### src/hw/ckocfg_map.vh
/*
 * register offsets, field positions and reset values of the clock output
 * configuration bank. assumes byte-wide registers on a byte-addressed port.
 */
`ifndef CKOCFG_MAP_VH
`define CKOCFG_MAP_VH

// =====================================================================
// offsets
`define CKOCFG_OFF_A_EN_A      4'h3
`define CKOCFG_OFF_BC_EN_A     4'h5
`define CKOCFG_OFF_A_EN_B      4'h6
`define CKOCFG_OFF_BC_EN_B     4'h7
`define CKOCFG_OFF_MGN_INT     4'h9
`define CKOCFG_OFF_MGN_FRAC_LO 4'ha
`define CKOCFG_OFF_MGN_EXT     4'hb

// =====================================================================
// reset values
`define CKOCFG_RST_A_EN_A      8'h8d
`define CKOCFG_RST_BC_EN_A     8'h33
`define CKOCFG_RST_A_EN_B      8'h02
`define CKOCFG_RST_BC_EN_B     8'hc4
`define CKOCFG_RST_MGN_INT     8'hc8
`define CKOCFG_RST_MGN_FRAC_LO 8'h00
`define CKOCFG_RST_MGN_EXT     8'h10

// =====================================================================
// writable bit masks; zero bits are reserved
`define CKOCFG_WM_A_EN_A       8'hdf
`define CKOCFG_WM_MGN_EXT      8'hdf
`define CKOCFG_WM_FULL         8'hff

// =====================================================================
// field positions
`define CKOCFG_LVL_MSB         7
`define CKOCFG_LVL_LSB         5
`define CKOCFG_BNK1_MSB        4
`define CKOCFG_BNK1_LSB        0
`define CKOCFG_BNK3_MSB        7
`define CKOCFG_BNK3_LSB        4
`define CKOCFG_BNK2_MSB        3
`define CKOCFG_BNK2_LSB        0
`define CKOCFG_INT_MSB         7
`define CKOCFG_INT_LSB         1
`define CKOCFG_FRAC8_BIT       0
`define CKOCFG_EXT1_BIT        7
`define CKOCFG_EXT2_BIT        6
`define CKOCFG_PDLY_BIT        4
`define CKOCFG_PUMP_BIT        3
`define CKOCFG_ORDER_MSB       2
`define CKOCFG_ORDER_LSB       1
`define CKOCFG_DITHER_BIT      0

`endif

### src/hw/ckocfg_regs.v
/*
 * clock output configuration registers: two enable sets, differential
 * level select and the margining feedback divider fields.
 * assumes a serial front end on clk_sys delivering byte writes and reads,
 * and an asynchronous set-select pin from the board.
 */
`timescale 1ns/1ps
`include "ckocfg_map.vh"

// Contract
// (RL1) a set-A enable bit of 0 tri-states its output and 1 enables it; resets 0x8d and 0x33.
// (RL2) a set-B enable bit of 0 tri-states its output and 1 enables it; resets 0x02 and 0xc4.
// (RL3) only the set chosen by the select pin drives the output enables.
// (RL4) three level bits pick low-voltage differential (0) or emitter-coupled (1) for bank A 0..2.
// (RL5) register 6 holds level bits in D7..D5 and set-B bank A enables in D4..D0.
// (RL6) the 7-bit margin integer is the divide value directly, reset 100.
// (RL7) the 9-bit margin fraction adds 19.53125 ppm per step, reset zero.
// (RL8) register 9 holds integer D7..D1 and fraction bit 8 in D0; 10 and 11 hold the rest.
// (RL9) register 3 D4..D0 are set-A bank A; register 5 has bank C high and bank B low; 7 likewise.
// (RL10) writes leave reserved fields unchanged and reserved registers read as zero.
// (RL11) software keeps pump gain, modulator order and dither at their defaults.
// (RL12) fields load defaults on reset and hold written values until next write or reset.
module ckocfg_regs (
    // clock and reset
    input  wire        clk_sys,
    input  wire        sys_rst,
    // register access port from the serial front end
    input  wire        reg_wr,
    input  wire        reg_rd,
    input  wire [3:0]  reg_addr,
    input  wire [7:0]  reg_wdata,
    output reg  [7:0]  reg_rdata_q,
    // pin-selected enable set, asynchronous
    input  wire        set_b_sel,
    // output enables, high = driving
    output reg  [4:0]  bank_first_oe_q,
    output reg  [3:0]  bank_second_oe_q,
    output reg  [3:0]  bank_third_oe_q,
    // bank A level select
    output reg  [2:0]  diff_level_select_q,
    // margining divider and loop settings
    output reg  [6:0]  margin_divider_integer_q,
    output reg  [8:0]  margin_divider_fraction_q,
    output reg         margin_fraction_ext_bit1_q,
    output reg         margin_fraction_ext_bit2_q,
    output reg         phase_delay_q,
    output reg         pump_gain_select_q,
    output reg  [1:0]  modulator_order_q,
    output reg         dither_en_q
);

    // =================================================================
    // register storage
    wire [7:0] a_en_a_q;
    wire [7:0] bc_en_a_q;
    wire [7:0] a_en_b_q;
    wire [7:0] bc_en_b_q;
    wire [7:0] mgn_int_q;
    wire [7:0] mgn_frac_q;
    wire [7:0] mgn_ext_q;

    // =================================================================
    // write decode; unmapped offsets strobe nothing [RL10]
    wire       wr_a_en_a;
    wire       wr_bc_en_a;
    wire       wr_a_en_b;
    wire       wr_bc_en_b;
    wire       wr_mgn_int;
    wire       wr_mgn_frac;
    wire       wr_mgn_ext;

    assign wr_a_en_a   = reg_wr && (reg_addr == `CKOCFG_OFF_A_EN_A);
    assign wr_bc_en_a  = reg_wr && (reg_addr == `CKOCFG_OFF_BC_EN_A);
    assign wr_a_en_b   = reg_wr && (reg_addr == `CKOCFG_OFF_A_EN_B);
    assign wr_bc_en_b  = reg_wr && (reg_addr == `CKOCFG_OFF_BC_EN_B);
    assign wr_mgn_int  = reg_wr && (reg_addr == `CKOCFG_OFF_MGN_INT);
    assign wr_mgn_frac = reg_wr && (reg_addr == `CKOCFG_OFF_MGN_FRAC_LO);
    assign wr_mgn_ext  = reg_wr && (reg_addr == `CKOCFG_OFF_MGN_EXT);

    ckocfg_reg8 #(.RST_VAL(`CKOCFG_RST_A_EN_A), .WR_MASK(`CKOCFG_WM_A_EN_A)) u_a_en_a (
        .clk_sys (clk_sys),
        .sys_rst (sys_rst),
        .wr_en   (wr_a_en_a), // [RL1] [RL9]
        .wr_data (reg_wdata),
        .val_q   (a_en_a_q)
    );
    ckocfg_reg8 #(.RST_VAL(`CKOCFG_RST_BC_EN_A), .WR_MASK(`CKOCFG_WM_FULL)) u_bc_en_a (
        .clk_sys (clk_sys),
        .sys_rst (sys_rst),
        .wr_en   (wr_bc_en_a), // [RL1]
        .wr_data (reg_wdata),
        .val_q   (bc_en_a_q)
    );
    ckocfg_reg8 #(.RST_VAL(`CKOCFG_RST_A_EN_B), .WR_MASK(`CKOCFG_WM_FULL)) u_a_en_b (
        .clk_sys (clk_sys),
        .sys_rst (sys_rst),
        .wr_en   (wr_a_en_b), // [RL2] [RL5]
        .wr_data (reg_wdata),
        .val_q   (a_en_b_q)
    );
    ckocfg_reg8 #(.RST_VAL(`CKOCFG_RST_BC_EN_B), .WR_MASK(`CKOCFG_WM_FULL)) u_bc_en_b (
        .clk_sys (clk_sys),
        .sys_rst (sys_rst),
        .wr_en   (wr_bc_en_b), // [RL2]
        .wr_data (reg_wdata),
        .val_q   (bc_en_b_q)
    );
    ckocfg_reg8 #(.RST_VAL(`CKOCFG_RST_MGN_INT), .WR_MASK(`CKOCFG_WM_FULL)) u_mgn_int (
        .clk_sys (clk_sys),
        .sys_rst (sys_rst),
        .wr_en   (wr_mgn_int), // [RL6] [RL8]
        .wr_data (reg_wdata),
        .val_q   (mgn_int_q)
    );
    ckocfg_reg8 #(.RST_VAL(`CKOCFG_RST_MGN_FRAC_LO), .WR_MASK(`CKOCFG_WM_FULL)) u_mgn_frac (
        .clk_sys (clk_sys),
        .sys_rst (sys_rst),
        .wr_en   (wr_mgn_frac), // [RL7] [RL8]
        .wr_data (reg_wdata),
        .val_q   (mgn_frac_q)
    );
    ckocfg_reg8 #(.RST_VAL(`CKOCFG_RST_MGN_EXT), .WR_MASK(`CKOCFG_WM_MGN_EXT)) u_mgn_ext (
        .clk_sys (clk_sys),
        .sys_rst (sys_rst),
        .wr_en   (wr_mgn_ext), // [RL8] [RL10]
        .wr_data (reg_wdata),
        .val_q   (mgn_ext_q)
    );

    // =================================================================
    // set-select pin synchroniser
    reg set_sel_meta_q;
    reg set_sel_q;

    always @(posedge clk_sys)
    begin
        if (sys_rst)
        begin
            set_sel_meta_q <= 1'b0;
            set_sel_q      <= 1'b0;
        end
        else
        begin
            set_sel_meta_q <= set_b_sel;
            set_sel_q      <= set_sel_meta_q;
        end
    end

    // =================================================================
    // read mux; reserved bits read zero, unmapped offsets read zero
    reg [7:0] reg_rdata_d;

    always @*
    begin
        case (reg_addr)
            `CKOCFG_OFF_A_EN_A:     reg_rdata_d = a_en_a_q & `CKOCFG_WM_A_EN_A; // [RL10]
            `CKOCFG_OFF_BC_EN_A:    reg_rdata_d = bc_en_a_q;
            `CKOCFG_OFF_A_EN_B:     reg_rdata_d = a_en_b_q;
            `CKOCFG_OFF_BC_EN_B:    reg_rdata_d = bc_en_b_q;
            `CKOCFG_OFF_MGN_INT:     reg_rdata_d = mgn_int_q;
            `CKOCFG_OFF_MGN_FRAC_LO: reg_rdata_d = mgn_frac_q;
            `CKOCFG_OFF_MGN_EXT:     reg_rdata_d = mgn_ext_q & `CKOCFG_WM_MGN_EXT; // [RL10]
            default:                reg_rdata_d = 8'h00; // [RL10]
        endcase
    end

    // =================================================================
    // read data, reloaded only by a read strobe
    always @(posedge clk_sys)
    begin
        if (sys_rst)
            reg_rdata_q <= 8'h00;
        else
            reg_rdata_q <= reg_rd ? reg_rdata_d : reg_rdata_q; // [RL10] [RL12]
    end

    // =================================================================
    // output enables of the selected set
    // inactive set has no effect; pin change lands after sync delay
    always @(posedge clk_sys)
    begin
        if (sys_rst)
        begin
            bank_first_oe_q  <= 5'h00;
            bank_second_oe_q <= 4'h0;
            bank_third_oe_q  <= 4'h0;
        end
        else if (set_sel_q) // [RL3]
        begin
            bank_first_oe_q  <= a_en_b_q[`CKOCFG_BNK1_MSB:`CKOCFG_BNK1_LSB]; // [RL2] [RL5]
            bank_second_oe_q <= bc_en_b_q[`CKOCFG_BNK2_MSB:`CKOCFG_BNK2_LSB]; // [RL2]
            bank_third_oe_q  <= bc_en_b_q[`CKOCFG_BNK3_MSB:`CKOCFG_BNK3_LSB]; // [RL2]
        end
        else
        begin
            bank_first_oe_q  <= a_en_a_q[`CKOCFG_BNK1_MSB:`CKOCFG_BNK1_LSB]; // [RL1] [RL9]
            bank_second_oe_q <= bc_en_a_q[`CKOCFG_BNK2_MSB:`CKOCFG_BNK2_LSB]; // [RL1] [RL9]
            bank_third_oe_q  <= bc_en_a_q[`CKOCFG_BNK3_MSB:`CKOCFG_BNK3_LSB]; // [RL1] [RL9]
        end
    end

    // =================================================================
    // level select and margining divider fields
    always @(posedge clk_sys)
    begin
        if (sys_rst)
        begin
            diff_level_select_q        <= 3'h0;
            margin_divider_integer_q   <= 7'h00;
            margin_divider_fraction_q  <= 9'h000;
            margin_fraction_ext_bit1_q <= 1'b0;
            margin_fraction_ext_bit2_q <= 1'b0;
            phase_delay_q              <= 1'b0;
            pump_gain_select_q         <= 1'b0;
            modulator_order_q          <= 2'h0;
            dither_en_q                <= 1'b0;
        end
        else
        begin
            diff_level_select_q <= a_en_b_q[`CKOCFG_LVL_MSB:`CKOCFG_LVL_LSB]; // [RL4] [RL5]
            margin_divider_integer_q <=
                mgn_int_q[`CKOCFG_INT_MSB:`CKOCFG_INT_LSB]; // [RL6] [RL8]
            // ppm offset is linear in this code; analog side scales it
            margin_divider_fraction_q <=
                {mgn_int_q[`CKOCFG_FRAC8_BIT], mgn_frac_q}; // [RL7] [RL8]
            margin_fraction_ext_bit1_q <= mgn_ext_q[`CKOCFG_EXT1_BIT]; // [RL8]
            margin_fraction_ext_bit2_q <= mgn_ext_q[`CKOCFG_EXT2_BIT];
            phase_delay_q              <= mgn_ext_q[`CKOCFG_PDLY_BIT];
            pump_gain_select_q         <= mgn_ext_q[`CKOCFG_PUMP_BIT];
            modulator_order_q          <= mgn_ext_q[`CKOCFG_ORDER_MSB:`CKOCFG_ORDER_LSB];
            dither_en_q                <= mgn_ext_q[`CKOCFG_DITHER_BIT];
        end
    end

endmodule // ckocfg_regs

### src/hw/ckocfg_reg8.v
/*
 * one byte-wide configuration register with a reset value and a writable
 * mask. assumes write strobe and data are on the clk_sys domain.
 */
`timescale 1ns/1ps

module ckocfg_reg8 #(
    parameter [7:0] RST_VAL = 8'h00,
    parameter [7:0] WR_MASK = 8'hff
) (
    // clock and reset
    input  wire       clk_sys,
    input  wire       sys_rst,
    // write port
    input  wire       wr_en,
    input  wire [7:0] wr_data,
    // stored value
    output reg  [7:0] val_q
);

    wire [7:0] val_d;

    // reserved bits keep their value on writes; no write holds all bits
    assign val_d = wr_en ? ((wr_data & WR_MASK) | (val_q & ~WR_MASK)) : val_q; // [RL10] [RL12]

    always @(posedge clk_sys)
    begin
        if (sys_rst)
            val_q <= RST_VAL; // [RL12]
        else
            val_q <= val_d; // [RL12]
    end

endmodule // ckocfg_reg8

### config.mk
export PLATFORM = sky130hd
export DESIGN_NAME = ckocfg_regs
export DESIGN_NICKNAME = d
export VERILOG_FILES = /design/src/hw/ckocfg_regs.v /design/src/hw/ckocfg_reg8.v
export VERILOG_INCLUDE_DIRS = /design/src /design/src/hw
export SDC_FILE = /design/constraint.sdc
export NUM_CORES = 1
export LEC_CHECK = 0
export ABC_AREA = 1
export BUFFER_PORTS_ARGS = -buffer_cell sky130_fd_sc_hd__buf_2
export CAP_MARGIN = 20
export CORE_AREA = 3 3 118 120
export CTS_CLUSTER_SIZE = 25
export DETAILED_ROUTE_END_ITERATION = 8
export DIE_AREA = 0 0 121 123
export SKIP_LAST_GASP = 1
export SLEW_MARGIN = 20
export SYNTH_ARGS = -nofsm -noshare
export SYNTH_HDL_FRONTEND = slang
export SYNTH_SLANG_ARGS = --single-unit
export TNS_END_PERCENT = 10
### constraint.sdc
create_clock -name clk_sys -period 1.05 [get_ports clk_sys]
set_input_delay 0.0525 -clock clk_sys [delete_from_list [all_inputs] [get_ports clk_sys]]
set_output_delay 0.0525 -clock clk_sys [all_outputs]
set_load 0.01 [all_outputs]
==> results.ini <==
[setup_path]
crit_family=flip-flops
path_buf_inv=1
crit_type=reg -> reg
crit_arrival_ns=1.21
cp-end-kind=flop
slowest_delay_ns=0.41
cp_max_fo=6
crit_required_ns=1.27
crit_path_start_kind=flop
crit_path_top_delay_cell=dfxtp_2
crit_chain=clkinvlp_4 > o21ai_1 > a21oi_1

[synth]
synth_cells=506
synth_common_cells=dfxtp_1 (103), nand2_1 (79), a21oi_1 (64)
ys.flop_type=dfxtp_1
yosysSeqAreaShare=0.529
synth_top_cell_by_area=dfxtp_1
synthTopCellsByArea=dfxtp_1 (53%), a21oi_1 (8.2%), nand2_1 (7.6%)
synthArstFlopShare=0
yosys_register_bits=103
syn-num-nets=523
syn_avg_cell_area_um2=7.70
synth_edf_count=0
yosysTopAreaCellShare=0.529
yosysMostFrequentCell=dfxtp_1
synthDistinctLibCells=20
netlist_area_mm2=0.00390
yosys_warnings=0

[place]
place_congestion=0.931
post-place-cells=745
hpwl_mm=8.31
portBuffers=63

[clocking]
cts_tree=yes
cts.sinks=103
clock_latency_ns=0.35
h-tree-depth=3
clockBufferDepth=2
root_buffer=clkbuf_16
numCtsBuffers=9
clkTransAtPathRegs_ns=0.06

[route]
ant_nets=0
drt_iter0_drc=212
firstDrtPassIters=5
wire_per_inst_um=14.7
dr_total_vias=3505
vias_per_cell=4.59
drc=0
routed_wl_mm=11.2

[sta]
finalHoldViolCount=0
period_needed_ns=0.983
finClkSkew_ns=0.00845
grt_setup_unrepaired=no
slew_viol_final=0
clock.fmax_ghz=1.02
worst_slew_pin_slew_ns=0.338
setup_viol=0
relSlewSlack=0.774
final.period_utilization=0.936

[die]
num_rows=42
die_area_mm2=0.0149
die_w_um=121
pin_count=64
start_util=0.298
chipHeight_um=123
core-area_mm2=0.0131

[hold_path]
worst_hold_path_type=in -> reg

[global_routing]
grt_pass1_vias=3498
grt_pass1_wl_mm=18.1
grt-ovfl-total=0
grt_usage=0.159
grt_max_degree=56
antenna_found_initial=0

[cells_and_area]
nets=599
final_cells=763
area_delta_synth_final_pct=26.6
layout-drive-gt1-share=0.206
antenna_cells=0
fillers=1347

[power]
p_total_uw=8210
p_leak_uw=0.00225
power.density_mw_per_mm2=1670
peakVddDrop_v=0.000892

[outcome]
status=completed

[run]
cap_violations=0

-- placed cells by master (no fill, tap or decap), drive strengths merged --
| master | synthesis | routed |
|---|---|---|
| nor2 | 61 | 61 |
| dfxtp | 103 | 103 |
| buf | 14 | 90 |
| o21ai | 54 | 54 |
| nand2 | 80 | 80 |
| bufinv | 0 | 2 |
| nand3 | 59 | 59 |
| inv | 56 | 55 |
| a21oi | 64 | 64 |
| clkinv | 1 | 3 |
| nand4 | 1 | 1 |
| clkbuf | 13 | 10 |
| clkinvlp | 0 | 4 |
| dlygate4sd3 | 0 | 1 |
-- layout make-up --
class | count | area, um^2 | share of cell area
flip-flops and latches | 103 | 2060 | 0.418
clock buffers | 10 | 229 | 0.0464
well taps | 176 | 220 | 0.0446
clock inverters | 6 | 85.1 | 0.0173
repair inverters | 1 | 7.51 | 0.00152
repair buffers | 91 | 628 | 0.127
inverters | 57 | 218 | 0.0441
multi-input cells | 319 | 1480 | 0.300
-- where the power goes --
group          switching (uW)  total [uW]  leakage, uW  internal [uW]
Clock                    1400        3480     0.000148           2080
Sequential               48.5        4060     0.000839           4010
Combinational             423         670      0.00126            247
-- metrics by stage --
| step | cell area, um^2 | setup TNS (ns) | hold WS, ns | setup WS [ns] | util |
|---|---|---|---|---|---|
| 2_1_floorplan | 3900 | 0 | 0.159 | 0.141 | - |
| 3_3_place_gp | 4600 | -4.30 | 0.270 | -0.171 | 0.351 |
| 3_5_place_dp | 4600 | -5.65 | 0.262 | -0.179 | 0.351 |
| 4_1_cts | 4920 | 0 | 0.0595 | 0.0115 | 0.376 |
| 5_1_grt | 4930 | 0 | 0.0729 | 0.00672 | 0.377 |
| 6_report | 4930 | 0 | 0.0580 | 0.0667 | 0.377 |
-- registers in the layout, indices dropped and copies added (netlist names), 7 cells and up --
signal / cells
u_bc_en_b.val_q: 8
reg_rdata_q: 8
u_a_en_a.val_q: 7
u_mgn_ext.val_q: 7
u_a_en_b.val_q: 8
u_mgn_int.val_q: 8
margin_divider_integer_q: 7
u_mgn_frac.val_q: 8
u_bc_en_a.val_q: 8
margin_divider_fraction_q: 9
-- cell families (layout without fill, tap and decap cells) --
kind of cell	after synthesis	count (layout)	share of synthesized area
buffers and inverters	84	165	0.0906
AO/OA/AOI/OAI	118	118	0.152
AND/OR/NAND/NOR	201	201	0.229
flip-flops	103	103	0.529
-- worst paths after layout --
check	start	end	slack, ns	depth (start not counted)
worst max register to register	set_sel_q	bank_third_oe_q[3]	0.07	3
worst min-delay path	reg_rd	reg_rdata_q[2]	0.06	3
worst min register to register	set_sel_meta_q	set_sel_q	0.40	2
worst max-delay path	set_sel_q	bank_third_oe_q[3]	0.07	3
-- worst register-to-register path, stage by stage (launching register included) --
cell and delay (ns):
dfxtp_2 0.41, clkinvlp_4 0.20, o21ai_1 0.18, a21oi_1 0.08
-- routing by layer --
metal | part of all wire | GRT usage | vias up
met2 | 0.45 | 0.259 | 108
met5 | 0 | 0 | -
li1 | - | - | 1785
met4 | 0.024 | 0.0545 | 0
met3 | 0.073 | 0.0425 | 16
met1 | 0.45 | 0.205 | 1596
-- what timing repair did --
item,in CTS,in global routing
hold buffers,1,0
setup buffers,0,0
hold endpoints to repair,1,0
setup endpoints to repair,0,2
gates resized for setup,0,4
Note: power is estimated with default switching activity, not from simulation.
